[config.mk]
export PLATFORM = sky130hd
export DESIGN_NAME = hpc_config_regs
export DESIGN_NICKNAME = d
export VERILOG_FILES = /design/src/hw/hpc_pkg.sv /design/src/hw/hpc_config_regs.sv /design/src/hw/hpc_tcontrol_reg.sv
export VERILOG_INCLUDE_DIRS = /design/src /design/src/hw
export SDC_FILE = /design/constraint.sdc
export NUM_CORES = 1
export LEC_CHECK = 0
export ABC_AREA = 0
export BUFFER_PORTS_ARGS = -buffer_cell sky130_fd_sc_hd__clkbuf_2
export CORE_ASPECT_RATIO = 0.5
export CORE_UTILIZATION = 47
export CTS_CLUSTER_DIAMETER = 200
export DETAILED_ROUTE_END_ITERATION = 16
export GPL_ROUTABILITY_DRIVEN = 0
export HOLD_SLACK_MARGIN = 0.06
export PLACE_DENSITY = 0.82
export SLEW_MARGIN = 20
export SYNTH_ARGS = -nofsm -noshare
export SYNTH_HDL_FRONTEND = slang
export SYNTH_SLANG_ARGS = --single-unit
[constraint.sdc]
create_clock -name hclk -period 2.2 [get_ports hclk]
set_input_delay 0.11 -clock hclk [delete_from_list [all_inputs] [get_ports hclk]]
set_output_delay 0.11 -clock hclk [all_outputs]
set_load 0.005 [all_outputs]
[src/hw/hpc_consts.svh]
// Offsets, field positions, reset values and counts for the config bank
`ifndef HPC_CONSTS_SVH
`define HPC_CONSTS_SVH

// Register indices; the byte address on the bus is four times the index
`define HPC_IDX_MON_ACTIVATE 8'h30
`define HPC_IDX_MON_BASE_HIGH 8'h60
`define HPC_IDX_MON_BASE_LOW 8'h61
`define HPC_IDX_MON_IRQ_SELECT 8'h70
`define HPC_IDX_AGENT_CONFIG 8'hE0
`define HPC_IDX_AGENT1_TBASE 8'hE1
`define HPC_IDX_AGENT2_TBASE 8'hE2
`define HPC_IDX_AGENT3_TBASE 8'hE3
`define HPC_IDX_DOMAIN 8'hE5
`define HPC_IDX_READBACK_MODE 8'hE8
`define HPC_IDX_STRAP_STATUS 8'hF2

// Address decode: index in haddr[9:2], everything above must be zero
`define HPC_ADDR_IDX_LSB 2
`define HPC_ADDR_IDX_MSB 9

// Reset values
`define HPC_RST_BYTE 8'h00
`define HPC_RST_TBASE 7'h48

// Field positions
`define HPC_ACTIVATE_BIT 0
`define HPC_BASE_ALIGN_BIT 0
`define HPC_IRQ_MSB 3
`define HPC_AGENT_EN_LSB 4
`define HPC_DOMAIN_SEL_LSB 0
`define HPC_PRESENCE_LSB 4
`define HPC_READBACK_BIT 3
`define HPC_STRAP_SHARED_BIT 1
`define HPC_STRAP_FAN_BIT 0

// Monitor base address window
`define HPC_BASE_MIN 16'h0100
`define HPC_BASE_MAX 16'h0FFE

// Client address of agent 1; agents 2..4 follow in order
`define HPC_CLIENT_ADDR_BASE 8'h30

// Cycles after reset release before straps are latched
`define HPC_STRAP_SETTLE 2'h3

`endif

[src/hw/hpc_pkg.sv]
// Types shared by the hardware monitor and PECI configuration bank
package hpc_pkg;

  // Bus slave phase tracking
  typedef enum logic [1:0] {
    HPC_ST_IDLE,
    HPC_ST_WRITE,
    HPC_ST_RWAIT,
    HPC_ST_RDATA
  } hpc_bus_state_t;

endpackage : hpc_pkg

[src/hw/hpc_config_regs.sv]
// Hardware monitor and PECI configuration register bank on AHB-Lite
//
// Our own choice: the AHB-Lite register port.
`timescale 1ns/10ps
`include "hpc_consts.svh"

module hpc_config_regs
(
  // Clock and reset
  input wire logic hclk,
  input wire logic hresetn,
  // AHB-Lite slave
  input wire logic hsel,
  input wire logic [31:0] haddr,
  input wire logic [1:0] htrans,
  input wire logic hwrite,
  input wire logic [2:0] hsize,
  input wire logic [31:0] hwdata,
  input wire logic hready,
  output logic [31:0] hrdata,
  output logic hreadyout,
  output logic hresp,
  // Strap pins, asynchronous to hclk
  input wire logic shared_pin_function_strap_pin,
  input wire logic fan_strap_pin,
  // Relative temperatures from the PECI engine, same clock
  input wire logic [15:0] agent_one_rel_temp,
  input wire logic [15:0] agent_two_rel_temp,
  // Hardware monitor controls
  output logic hardware_monitor_active,
  output logic [15:0] hardware_monitor_base,
  output logic hardware_monitor_base_valid,
  output logic [3:0] hardware_monitor_irq,
  // Pin function and fan start straps
  output logic shared_pin_function_strap,
  output logic fan_half_speed_strap,
  // PECI agent controls, bit 0 is agent 1
  output logic [3:0] agent_enable,
  output logic [3:0] agent_domain_one_select,
  output logic [3:0] agent_has_domain_one,
  output logic [6:0] agent_one_tbase,
  output logic [6:0] agent_two_tbase,
  output logic [6:0] agent_three_tbase,
  output logic [31:0] agent_client_addrs
);

  // Bus phase registers
  hpc_pkg::hpc_bus_state_t state_reg;
  hpc_pkg::hpc_bus_state_t state_next;
  logic [7:0] idx_reg;
  logic [7:0] idx_next;
  logic [31:0] hrdata_reg;
  logic [31:0] hrdata_next;

  // Control registers
  logic activate_reg;
  logic activate_next;
  logic [7:0] base_high_reg;
  logic [7:0] base_high_next;
  logic [7:0] base_low_reg;
  logic [7:0] base_low_next;
  logic [3:0] irq_reg;
  logic [3:0] irq_next;
  logic [7:0] agent_cfg_reg;
  logic [7:0] agent_cfg_next;
  logic [3:0] presence_reg;
  logic [3:0] presence_next;
  logic readback_reg;
  logic readback_next;

  // Strap path
  logic [1:0] strap_meta_reg;
  logic [1:0] strap_sync_reg;
  logic [1:0] strap_val_reg;
  logic [1:0] strap_val_next;
  logic strap_done_reg;
  logic strap_done_next;
  logic [1:0] settle_reg;
  logic [1:0] settle_next;

  // Address decode
  wire addr_upper_zero;
  wire addr_aligned;
  wire accept;
  wire [7:0] req_idx;
  wire write_phase;
  wire wr_activate;
  wire wr_base_high;
  wire wr_base_low;
  wire wr_irq;
  wire wr_agent_cfg;
  wire wr_tbase1;
  wire wr_tbase2;
  wire wr_tbase3;
  wire wr_domain;
  wire wr_readback;
  wire [7:0] wbyte;

  // Tcontrol read values
  wire [7:0] tbase1_rdata;
  wire [7:0] tbase2_rdata;
  wire [7:0] tbase3_rdata;
  wire [7:0] read_byte;
  wire [15:0] base_addr;

  // Request decode; the upper address bits outside the bank must be zero
  assign addr_upper_zero = (haddr[31:`HPC_ADDR_IDX_MSB+1] == 22'h00_0000);
  assign addr_aligned = (haddr[`HPC_ADDR_IDX_LSB-1:0] == 2'h0);
  assign accept = hsel & hready & htrans[1];
  assign req_idx = (addr_upper_zero & addr_aligned) ?
    haddr[`HPC_ADDR_IDX_MSB:`HPC_ADDR_IDX_LSB] : 8'hFF;
  assign write_phase = (state_reg == hpc_pkg::HPC_ST_WRITE);
  assign wbyte = hwdata[7:0];

  // Write strobes, one per writable register, during the write data phase
  assign wr_activate = write_phase & (idx_reg == `HPC_IDX_MON_ACTIVATE);
  assign wr_base_high = write_phase & (idx_reg == `HPC_IDX_MON_BASE_HIGH);
  assign wr_base_low = write_phase & (idx_reg == `HPC_IDX_MON_BASE_LOW);
  assign wr_irq = write_phase & (idx_reg == `HPC_IDX_MON_IRQ_SELECT);
  assign wr_agent_cfg = write_phase & (idx_reg == `HPC_IDX_AGENT_CONFIG);
  assign wr_tbase1 = write_phase & (idx_reg == `HPC_IDX_AGENT1_TBASE);
  assign wr_tbase2 = write_phase & (idx_reg == `HPC_IDX_AGENT2_TBASE);
  assign wr_tbase3 = write_phase & (idx_reg == `HPC_IDX_AGENT3_TBASE);
  assign wr_domain = write_phase & (idx_reg == `HPC_IDX_DOMAIN);
  assign wr_readback = write_phase & (idx_reg == `HPC_IDX_READBACK_MODE);

  // Reads get one wait state so a write just before is already visible
  always_comb
  begin
    state_next = hpc_pkg::HPC_ST_IDLE;
    idx_next = idx_reg;
    if (accept)
    begin
      state_next = hwrite ? hpc_pkg::HPC_ST_WRITE : hpc_pkg::HPC_ST_RWAIT;
      idx_next = req_idx;
    end
    else if (state_reg == hpc_pkg::HPC_ST_RWAIT)
      state_next = hpc_pkg::HPC_ST_RDATA;
  end

  // Only bit 0 is stored
  assign activate_next = wr_activate ? wbyte[`HPC_ACTIVATE_BIT] :
    activate_reg;

  // Base low bit 0 is forced to zero to keep the two-byte alignment
  assign base_high_next = wr_base_high ? wbyte : base_high_reg;
  assign base_low_next = wr_base_low ?
    {wbyte[7:1], 1'b0} : base_low_reg;

  // Only the low nibble selects an interrupt line
  assign irq_next = wr_irq ? wbyte[`HPC_IRQ_MSB:0] : irq_reg;

  // Enables in the high nibble, domain picks in the low nibble
  assign agent_cfg_next = wr_agent_cfg ? wbyte : agent_cfg_reg;

  // Presence bits live in the high nibble; low nibble is not stored
  assign presence_next = wr_domain ?
    wbyte[`HPC_PRESENCE_LSB+3:`HPC_PRESENCE_LSB] : presence_reg;
  assign readback_next = wr_readback ? wbyte[`HPC_READBACK_BIT] :
    readback_reg;

  // Bus state and address phase capture
  always_ff @(posedge hclk or negedge hresetn)
  begin
    if (!hresetn)
    begin
      state_reg <= hpc_pkg::HPC_ST_IDLE;
      idx_reg <= `HPC_RST_BYTE;
      hrdata_reg <= 32'h0000_0000;
    end
    else
    begin
      state_reg <= state_next;
      idx_reg <= idx_next;
      hrdata_reg <= hrdata_next;
    end
  end

  // Control registers, all cleared at reset
  always_ff @(posedge hclk or negedge hresetn)
  begin
    if (!hresetn)
    begin
      activate_reg <= 1'b0;
      base_high_reg <= `HPC_RST_BYTE;
      base_low_reg <= `HPC_RST_BYTE;
      irq_reg <= 4'h0;
      agent_cfg_reg <= `HPC_RST_BYTE;
      presence_reg <= 4'h0;
      readback_reg <= 1'b0;
    end
    else
    begin
      activate_reg <= activate_next;
      base_high_reg <= base_high_next;
      base_low_reg <= base_low_next;
      irq_reg <= irq_next;
      agent_cfg_reg <= agent_cfg_next;
      presence_reg <= presence_next;
      readback_reg <= readback_next;
    end
  end

  // Strap synchroniser; the first stage feeds only the second
  always_ff @(posedge hclk or negedge hresetn)
  begin
    if (!hresetn)
    begin
      strap_meta_reg <= 2'h0;
      strap_sync_reg <= 2'h0;
    end
    else
    begin
      strap_meta_reg <= {shared_pin_function_strap_pin, fan_strap_pin};
      strap_sync_reg <= strap_meta_reg;
    end
  end

  // Wait for the synchroniser to fill, then latch once and hold
  assign settle_next = (settle_reg == `HPC_STRAP_SETTLE) ?
    settle_reg : settle_reg + 2'h1;
  assign strap_done_next = strap_done_reg |
    (settle_reg == `HPC_STRAP_SETTLE);
  assign strap_val_next = (!strap_done_reg &&
    (settle_reg == `HPC_STRAP_SETTLE)) ? strap_sync_reg : strap_val_reg;

  // Strap capture state; a constant under reset, value taken afterwards
  always_ff @(posedge hclk or negedge hresetn)
  begin
    if (!hresetn)
    begin
      settle_reg <= 2'h0;
      strap_done_reg <= 1'b0;
      strap_val_reg <= 2'h0;
    end
    else
    begin
      settle_reg <= settle_next;
      strap_done_reg <= strap_done_next;
      strap_val_reg <= strap_val_next;
    end
  end

  // Tcontrol registers; alternate bytes per readback mode
  hpc_tcontrol_reg u_tbase1
  (
    .hclk(hclk),
    .hresetn(hresetn),
    .wr_en(wr_tbase1),
    .wdata(wbyte),
    .readback_mode(readback_reg),
    .alt_byte(agent_one_rel_temp[15:8]),
    .rdata(tbase1_rdata),
    .tbase(agent_one_tbase)
  );

  hpc_tcontrol_reg u_tbase2
  (
    .hclk(hclk),
    .hresetn(hresetn),
    .wr_en(wr_tbase2),
    .wdata(wbyte),
    .readback_mode(readback_reg),
    .alt_byte(agent_two_rel_temp[7:0]),
    .rdata(tbase2_rdata),
    .tbase(agent_two_tbase)
  );

  hpc_tcontrol_reg u_tbase3
  (
    .hclk(hclk),
    .hresetn(hresetn),
    .wr_en(wr_tbase3),
    .wdata(wbyte),
    .readback_mode(readback_reg),
    .alt_byte(agent_two_rel_temp[15:8]),
    .rdata(tbase3_rdata),
    .tbase(agent_three_tbase)
  );

  // Read mux; reserved bits and unmapped indices read zero
  assign read_byte =
    (idx_reg == `HPC_IDX_MON_ACTIVATE) ? {7'h00, activate_reg} :
    (idx_reg == `HPC_IDX_MON_BASE_HIGH) ? base_high_reg :
    (idx_reg == `HPC_IDX_MON_BASE_LOW) ? base_low_reg :
    (idx_reg == `HPC_IDX_MON_IRQ_SELECT) ? {4'h0, irq_reg} :
    (idx_reg == `HPC_IDX_AGENT_CONFIG) ? (readback_reg ?
      agent_one_rel_temp[7:0] : agent_cfg_reg) :
    (idx_reg == `HPC_IDX_AGENT1_TBASE) ? tbase1_rdata :
    (idx_reg == `HPC_IDX_AGENT2_TBASE) ? tbase2_rdata :
    (idx_reg == `HPC_IDX_AGENT3_TBASE) ? tbase3_rdata :
    (idx_reg == `HPC_IDX_DOMAIN) ? {presence_reg, 4'h0} :
    (idx_reg == `HPC_IDX_READBACK_MODE) ? {4'h0, readback_reg, 3'h0} :
    (idx_reg == `HPC_IDX_STRAP_STATUS) ?
      {6'h00, strap_val_reg} : 8'h00;

  // Read data loaded in the wait cycle, held until the next read
  assign hrdata_next = (state_reg == hpc_pkg::HPC_ST_RWAIT) ?
    {24'h00_0000, read_byte} : hrdata_reg;

  // Bus answers; always OKAY, stall only in the read wait cycle
  assign hrdata = hrdata_reg;
  assign hreadyout = (state_reg != hpc_pkg::HPC_ST_RWAIT);
  assign hresp = 1'b0;

  // Monitor controls; base valid only inside the allowed window
  assign base_addr = {base_high_reg, base_low_reg};
  assign hardware_monitor_active = activate_reg;
  assign hardware_monitor_base = base_addr;
  assign hardware_monitor_base_valid = (base_addr >= `HPC_BASE_MIN) &&
    (base_addr <= `HPC_BASE_MAX);
  assign hardware_monitor_irq = irq_reg;

  // Strap outputs straight from the latched values
  assign shared_pin_function_strap =
    strap_val_reg[`HPC_STRAP_SHARED_BIT];
  assign fan_half_speed_strap = strap_val_reg[`HPC_STRAP_FAN_BIT];

  // Agent controls; domain pick gated by presence
  assign agent_enable = agent_cfg_reg[`HPC_AGENT_EN_LSB+3:`HPC_AGENT_EN_LSB];
  assign agent_has_domain_one = presence_reg;
  assign agent_domain_one_select =
    agent_cfg_reg[`HPC_DOMAIN_SEL_LSB+3:`HPC_DOMAIN_SEL_LSB] &
    presence_reg;

  // Client addresses in agent order, agent 1 in the low byte
  assign agent_client_addrs = {`HPC_CLIENT_ADDR_BASE + 8'h03,
    `HPC_CLIENT_ADDR_BASE + 8'h02, `HPC_CLIENT_ADDR_BASE + 8'h01,
    `HPC_CLIENT_ADDR_BASE};

endmodule : hpc_config_regs

[src/hw/hpc_tcontrol_reg.sv]
// One agent Tcontrol register with relative temperature readback
`timescale 1ns/10ps
`include "hpc_consts.svh"

module hpc_tcontrol_reg
(
  // Clock and reset
  input wire logic hclk,
  input wire logic hresetn,
  // Write side
  input wire logic wr_en,
  input wire logic [7:0] wdata,
  // Readback selection
  input wire logic readback_mode,
  input wire logic [7:0] alt_byte,
  // Results
  output logic [7:0] rdata,
  output logic [6:0] tbase
);

  logic [6:0] tbase_reg;
  logic [6:0] tbase_next;

  // Bit 7 is never stored; only Tbase bits take the write
  assign tbase_next = wr_en ? wdata[6:0] : tbase_reg;

  // Reset default of the Tbase field
  always_ff @(posedge hclk or negedge hresetn)
  begin
    if (!hresetn)
      tbase_reg <= `HPC_RST_TBASE;
    else
      tbase_reg <= tbase_next;
  end

  // Alternate mode shows a temperature byte instead of Tbase
  assign rdata = readback_mode ? alt_byte : {1'b0, tbase_reg};
  assign tbase = tbase_reg;

endmodule : hpc_tcontrol_reg

== Yosys cells after proc, flatten, opt, wreduce, memory -nomap -nowiden ==
Cells that the tools add are included.

* Register bits after elaboration: 81
* Bits in latches: 0
* Bits in writable memories: 0
* Memory bits (read-only): 0
* Input bits: 108
* Output and inout port bits: 123
* Logic and storage cells: 75
* Memories: 0

* $add $sub $neg: 1
* Multiply operators: 0
* Divide/modulo/power cells: 0
* Magnitude comparators: 2
* Equal/unequal tests: 15
* Shifts and indexed selects: 0
* Muxes and demuxes: 19
* Bitwise logic cells: 15
* Reduce and logical (&&, ||, !) cells: 5

{| class="wikitable"
|+ Operators with widths
! kind !! number
|-
| two-way mux 8 bit || 14
|-
| == test 8 bit, second input constant || 7
|-
| == test 8 x 7 -> 1 bit, second input constant || 3
|-
| zero test 22 bit || 1
|-
| >= comparator 16 x 9 -> 1 bit, second input constant || 1
|-
| less-or-equal comparator 16 x 12 -> 1 bit, second input constant || 1
|-
| AND 1 bit || 13
|-
| == test 8 x 6 -> 1 bit, second input constant || 1
|-
| two-way mux 2 bit || 4
|-
| AND 4 bit || 1
|-
| == test 2 bit, second input constant || 2
|-
| two-way mux 4 bit || 1
|-
| adder 2 x 1 -> 2 bit, second input constant || 1
|-
| == test 2 x 1 -> 1 bit, second input constant || 1
|-
| logical AND 1 bit || 2
|-
| zero test 2 bit || 1
|-
| != test 2 bit, second input constant || 1
|-
| zero test 1 bit || 1
|-
| OR 1 bit || 1
|}

== Longest topological paths before layout ==
Gate-level depths: netlist of run 1.

* Word-level depth: 12
* Mapped depth: 7
* Mapped depth without buffers: 5

== Hierarchy ==
A second synthesis of run 1 with hierarchy kept.

* Cells, all modules: 422
* Area total of the unflattened synthesis: 4951.0 um2

{| class="wikitable"
|+ By module, submodules not included
! module !! times used !! cells each !! area an instance (um2) !! seq. area each (um2)
|-
| hpc_config_regs || 1 || 350 || 3697.3 || 1501.4
|-
| hpc_tcontrol_reg || 3 || 24 || 417.9 || 177.7
|}

== Least setup slack after synthesis of run 1 ==
Ideal clock, no wire load.

* Path kind: register -> register
* Start point: reg idx_reg[2]
* End point: reg u_tbase1.tbase_reg[0], in the netlist u_tbase1.tbase[0]
* Library setup time: 125 ps
* Arrival: 1733 ps
* Data required time: 2075 ps
* Path slack: 342 ps
* Cell stages (with the launch flop): 6
* Path buffers: 2
* Clock period less this slack: 1858 ps
* Path through: dfrtp_1 -> buf_6 -> or4b_1 -> buf_2 -> nor2_2 -> mux2_2

* Cells in the longest elaborated chain, start to end: 2

{| class="wikitable"
|+ RTL lines
! item !! line !! RTL
|-
| from (decl) || hpc_config_regs.sv:50 || <nowiki>logic [7:0] idx_reg;</nowiki>
|-
| from (signal assigned) || hpc_config_regs.sv:168 || <nowiki>idx_reg <= `HPC_RST_BYTE;</nowiki>
|-
| from (signal assigned) || hpc_config_regs.sv:174 || <nowiki>idx_reg <= idx_next;</nowiki>
|-
| == test 8 bit (no line) || -- ||
|-
| AND 1 bit || hpc_config_regs.sv:121 || <nowiki>assign wr_tbase1 = write_phase & (idx_reg == `HPC_IDX_AGENT1_TBASE);</nowiki>
|-
| to (signal assigned) || hpc_tcontrol_reg.sv:31 || <nowiki>tbase_reg <= `HPC_RST_TBASE;</nowiki>
|-
| to (signal assigned) || hpc_tcontrol_reg.sv:33 || <nowiki>tbase_reg <= tbase_next;</nowiki>
|-
| to (decl) || hpc_tcontrol_reg.sv:21 || <nowiki>logic [6:0] tbase_reg;</nowiki>
|}

No other way between the ends.
A chain may end at the register's enable or synchronous reset.

== Worst setup path after layout of run 1 ==
* Start point: reg idx_reg[0]
* End point: reg u_tbase2.tbase_reg[5], in the netlist u_tbase2.tbase[5]

* Cells in the longest elaborated chain, start to end: 2

{| class="wikitable"
|+ RTL lines
! item !! line !! RTL
|-
| == test 8 bit (no line) || -- ||
|-
| AND 1 bit || hpc_config_regs.sv:122 || <nowiki>assign wr_tbase2 = write_phase & (idx_reg == `HPC_IDX_AGENT2_TBASE);</nowiki>
|-
| to (signal assigned) || hpc_tcontrol_reg.sv:31 ||
|-
| to (signal assigned) || hpc_tcontrol_reg.sv:33 ||
|-
| to (decl) || hpc_tcontrol_reg.sv:21 ||
|}

No other way between the ends.

==> metrics, run 1 <==
fin util=a little over 60%; ys async rst share=100%; count of final hold-check violations=0; Crit Path Class=reg -> reg; net count reported at finish=689; commonest non-fill, non-tap cells in the layout=143 x clkbuf_2, 75 x dfrtp_1, 59 x mux2_2; chip height=between 70 and 80 um; Layout area overhead=24.9%; NetSw=between 0.8 and 0.9 mW; Final HPWL DP=roughly 9300 um; XOR/XNOR Fraction of Synth Area=0.189%; number of synthesized register bits=a little over 80; Max Fclk=486 MHz; layout cells sized above 1=around 45%; Root Buffer Master=clkbuf_16; worst-path fanout max=9; Placement Cell Area=about 5400 um^2; DIE AREA=10300 um^2; Initial DRT Pass Iterations=5; compound-gate portion of the synthesized area=about a tenth; Final period util=slightly above 90%; post-cts resize count=0; average wire per standard cell=17.4 um; EDFF count, synth=0; clock tree sinks=81; Leak=roughly 2.8 nW; Max VDD drop=roughly 0.39 mV; Flop pwr share=between 40% and 50%; sequential share of the synthesized area=43.9%; largest net degree at the start of global routing=48; ranking of synthesized cells by area=dfrtp_1 40%, mux2_2 14%, buf_4 10%; drt total wl=roughly 13000 um; DRC=0; Clock Latency Late Sink=0.34 ns; Clock transition at path regs=around 0.06 ns; Adder-Cell Fraction of Synth Area=0.270%; TritonCTS Buffers=9; CTS Buffer Depth=2; final instance area=around 5800 um^2; Yosys top cell by area=dfrtp_1; simple-gate portion of the synthesized area=12.6%; Die Width=roughly 140 um; headroom to the max-slew limit=approximately 68%; Final ANT Viol Nets=0; Hold Path Class=in -> reg; first-pass GRT wire length=around 20000 um; clock power share=43.5%; CP arrival=around 2.3 ns; Filler cells=roughly 770; RSZ-0062 raised after global routing=no; CP startpoint kind=register; syn_area_per_cell=roughly 11 um^2; n_diodes=0; PortBufs=~140; First DRT Iteration DRCs=around 310; Gate power share=11.7%; Synth Warn #=0; Cells after Synth=roughly 420; Sw Ratio=approximately a quarter; min Tclk post-route=a little over 2 ns; Max-cap violations=0; Total GRT Usage=roughly 25%; via count=3830; Syn Std Cell Area=around 4600 um^2; Final setup viols=0; Setup TNS Final=0 ns; Critical Path End Type=register; initial antenna violation count=0; outcome=finished, final reports clean; I/O pin cnt=231; starting density of the core=48.8%; placed insts=692; CTS tree=done; commonest non-fill, non-tap cell in the layout=clkbuf_2; Finished Layout Cells=approximately 700; final max-slew violation count=0; skew final=about 0.0076 ns; dominant synthesized flop cell=dfrtp_1; power density cells=619 nW/um^2; Synth top area share=between 40% and 50%; setup bufs post-CTS=0; Pint=2.73 mW; grt ovf=0; Yosys cell types=61; mux contribution to synthesized area=roughly 20%; vias in the first global route=around 3.7k; worst slew pin tran=around 0.47 ns; H-Tree Level Count=3; largest family of logic cells by synthesized area=multiplexers; CP Data Required Time=approximately 2.4 ns; row count=25; Core Box Area=9510 um^2; Vias/cell=around 5.3
## timing repair
action	CTS	global route
hold buffers	12	0
endpoints found under the hold margin	45	0
endpoints found under the setup margin	0	0
## stage by stage
| step | power, mW | worst slack, ns | hold slack, ns |
|---|---|---|---|
| floorplan | 1.86 | 0.342 | -0.186 |
| global placement | 2.02 | 0.244 | 0.0883 |
| detailed placement | 2.03 | 0.175 | 0.0964 |
| CTS | 3.60 | 0.154 | 0.0771 |
| global route | 3.70 | 0.0672 | 0.0924 |
| finish | 3.59 | 0.142 | 0.0967 |
## power by group through the flow
stage                     clock network [mW]  registers, mW  logic, mW
after floorplan                            0           1.62      0.244
after global placement                     0           1.63      0.392
final                                   1.56           1.61      0.420
after CTS                               1.57           1.61      0.420
after detailed placement                   0           1.63      0.399
after global routing                    1.62           1.61      0.464
## logic make-up (layout without fill, tap and decap cells)
logic type / after synthesis / in the layout
DFF: 81 / 81
and+or+nand+nor: 94 / 94
buffers and inverters: 84 / 198
AOI/OAI and AO/OA: 67 / 67
muxes: 85 / 85
other: 2 / 58
adders and majority gates: 1 / 1
xor gates and xnor gates: 1 / 1
## synthesized netlist by cell type (3+ instances only)
| master | n |
|---|---|
| dfrtp_1 | 75 |
| buf_4 | 62 |
| mux2_2 | 59 |
| mux2i_1 | 24 |
| nand2_1 | 19 |
| a21oi_1 | 17 |
| nor2_1 | 16 |
| o21ai_0 | 12 |
| buf_2 | 9 |
| o22a_1 | 9 |
| nor4_1 | 8 |
| clkbuf_1 | 7 |
| dfstp_2 | 6 |
| nand3_1 | 5 |
| nand4_1 | 5 |
| a22oi_1 | 4 |
| and2_1 | 4 |
| and4_1 | 4 |
| nor2b_1 | 4 |
| o221ai_1 | 4 |
| a221o_1 | 3 |
| and3_1 | 3 |
| inv_1 | 3 |
| nor3_1 | 3 |
| o22ai_1 | 3 |
## layer usage
metal / wire length, um / part of all wire, % / track usage (%)
met3: 904 / 7.2 / 5.61
met4: 197 / 1.6 / 7.77
met5: 0 / 0 / 0
met2: 6050 / 48 / 40.8
met1: 5370 / 43 / 34.2
## cell type report
| class | count | area [um^2] | area share [%] |
|---|---|---|---|
| multi-input combinational | 306 | 2240 | 38.7 |
| inverter | 3 | 11.3 | 0.194 |
| timing repair buffer | 179 | 1030 | 17.8 |
| tap | 135 | 169 | 2.92 |
| clock inverter | 2 | 35.0 | 0.605 |
| sequential | 81 | 2030 | 35.1 |
| clock buffer | 14 | 274 | 4.73 |
## path summary, 6_finish.rpt
| path | startpoint | to | slack, ns | cells after the start |
|---|---|---|---|---|
| setup / recovery | idx_reg[0] | u_tbase2.tbase[5] | 0.14 | 4 |
| hold / removal | hwdata[7] | agent_cfg_reg[7] | 0.1 | 2 |
| setup reg to reg | idx_reg[0] | u_tbase2.tbase[5] | 0.14 | 4 |
| hold reg to reg | strap_meta_reg[1] | strap_sync_reg[1] | 0.35 | 0 |
| max in group asynchronous | hresetn | u_tbase3.tbase[3] | 1.25 | 3 |
| min in group asynchronous | hresetn | base_high_reg[4] | 0.27 | 2 |
## worst max-delay path: stages, from the launching register on
cell and delay, ns:
dfrtp_1 0.48, buf_4 0.23, nor4b_4 0.48, nand2_1 0.37, mux2_2 0.38
(Power assumes the default switching activity.)
==> inputs of run 2 (changes only) <==
--- a/config.mk
+++ b/config.mk
@@ -9,12 +9,12 @@
 export ABC_AREA = 0
 export BUFFER_PORTS_ARGS = -buffer_cell sky130_fd_sc_hd__clkbuf_2
 export CORE_ASPECT_RATIO = 0.5
-export CORE_UTILIZATION = 47
+export CORE_UTILIZATION = 28
+export CTS_BUF_LIST = sky130_fd_sc_hd__clkbuf_16
 export CTS_CLUSTER_DIAMETER = 200
 export DETAILED_ROUTE_END_ITERATION = 16
 export GPL_ROUTABILITY_DRIVEN = 0
 export HOLD_SLACK_MARGIN = 0.06
-export PLACE_DENSITY = 0.82
 export SLEW_MARGIN = 20
 export SYNTH_ARGS = -nofsm -noshare
 export SYNTH_HDL_FRONTEND = slang
==> metrics, run 2 (same netlist as run 1, synthesis figures left out) <==
outcome=finished, final reports clean; DRC=0; Final HPWL DP=approximately 10000 um; Placement Cell Area=about 5500 um^2; worst reg-to-reg path cell count=5; clock tree sinks=81; Die Width=about 180 um; Hold Crit Depth=2; First DRT Iteration DRCs=181; fin util=a little under two fifths; Setup TNS Final=0 ns; CTS Buffer Depth=2; Crit Path Class=reg -> reg; largest net degree at the start of global routing=46; Final WS setup=slightly below 0.2 ns; via count=3759; Gate power share=11.1%; CTS tree=done; hold path start=hwdata[7]; RSZ-0062 raised after global routing=no; Critical Path End Type=register; Max VDD drop=0.274 mV; DIE AREA=17100 um^2; Sw Ratio=a little under a quarter; Final ANT Viol Nets=0; grt ovf=0; headroom to the max-slew limit=66.2%; Layout area overhead=29.0%; Final setup viols=0; Initial DRT Pass Iterations=4; Flop pwr share=41.8%; row count=32; Max Fclk=499 MHz; hold endpoint=base_high_reg[7]; max incr delay on CP=0.67 ns; PortBufs=144; clock power share=roughly 47%; NetSw=around 0.87 mW; min Tclk post-route=2.00 ns; Max-cap violations=0; vias in the first global route=roughly 3.7k; CP Data Required Time=2.41 ns; CP delay by family, top=compound AO/OA/AOI/OAI gates; Clock transition at path regs=approximately 0.06 ns; worst reg2reg path endpoint=hrdata[3]; commonest non-fill, non-tap cell in the layout=clkbuf_2; worst-path fanout max=10; Core Box Area=15800 um^2; power density cells=642 nW/um^2; final max-slew violation count=0; skew final=0.00710 ns; commonest non-fill, non-tap cells in the layout=143 x clkbuf_2, 75 x dfrtp_1, 59 x mux2_2; Critical Path Slowest Stage Cell=or4_4; cells along the critical path=or4_4, a211oi_1, a2111oi_1, a21oi_1, o21ai_0; Worst R2R Setup Slack=approximately 0.2 ns; Root Buffer Master=clkbuf_16; setup bufs post-CTS=0; worst hold slack=approximately 0.11 ns; initial antenna violation count=0; layout cells sized above 1=a little under half; I/O pin cnt=between 200 and 250; drt total wl=approximately 13000 um; chip height=between 90 and 100 um; final instance area=5980 um^2; FF-to-FF Start=idx_reg[0]; count of final hold-check violations=0; Post-Place Worst Slack=around 0.24 ns; Total GRT Usage=between 15 and 20%; starting density of the core=29.4%; worst path bufs/invs=0; Vias/cell=around 4.6; TritonCTS Buffers=9; net count reported at finish=693; first-pass GRT wire length=around 20000 um; Hold Path Class=in -> reg; H-Tree Level Count=3; Leak=2.88 nW; CP startpoint kind=register; Pint=just under 3 mW; worst slew pin tran=0.503 ns; Clock Latency Late Sink=0.34 ns; CP arrival=between 2 and 2.5 ns; Final period util=roughly nine tenths; average wire per standard cell=approximately 16 um; n_diodes=0
-- run 2: timing repair --
action,in CTS,in global routing
resized for setup,0,1
endpoints found under the setup margin,0,1
hold buffers,12,0
endpoints found under the hold margin,48,0
-- run 2: through the flow --
step / instances / power (mW)
5_1_grt: 810 / 3.98
6_report: 810 / 3.84
3_3_place_gp: 782 / 2.03
3_5_place_dp: 782 / 2.04
4_1_cts: 810 / 3.87
2_1_floorplan: 471 / 1.86
-- run 2: cell type report --
cell class              instances  area [um^2]
clock buffers                   9          225
clock inverters                 7          135
fillers                      1594         9790
inverters                       3         11.3
multi-input cells             306         2240
flip-flops and latches         81         2030
well taps                     221          277
repair buffers                183         1060
-- run 2: worst max path at each step --
stage | startpoint | end | slack (ns) | depth (start not counted)
global route | idx_reg[4] | hrdata[3] | 0.02 | 5
detailed placement | idx_reg[4] | hrdata[3] | 0.24 | 5
CTS | idx_reg[4] | hrdata[3] | 0.21 | 5
floorplan | idx_reg[2] | u_tbase1.tbase[0] | 0.34 | 5
global placement | idx_reg[0] | hrdata[3] | 0.27 | 5
finish | idx_reg[0] | hrdata[3] | 0.20 | 5
-- run 2: power by group through the flow --
stage	Combinational [mW]	Clock, mW	Sequential, mW
finish	0.428	1.81	1.60
global route	0.477	1.89	1.61
CTS	0.434	1.84	1.60
detailed placement	0.411	0	1.63
global placement	0.407	0	1.63
floorplan	0.244	0	1.62
-- run 2: routing by layer --
metal	part of all wire (%)	up-vias	global-route usage [%]	routed length (um)
met1	42	1881	19.8	5660
li1	-	1746	-	-
met5	0	-	0	0
met2	50	122	26.8	6740
met4	1.1	0	4.17	141
met3	6.1	10	4.48	808
-- run 2: worst register-to-register path: stages, from the launching register on --
cell       delay (ns)
dfrtp_1          0.45
or4_4            0.67
a211oi_1         0.27
a2111oi_1        0.11
a21oi_1          0.25
o21ai_0          0.13
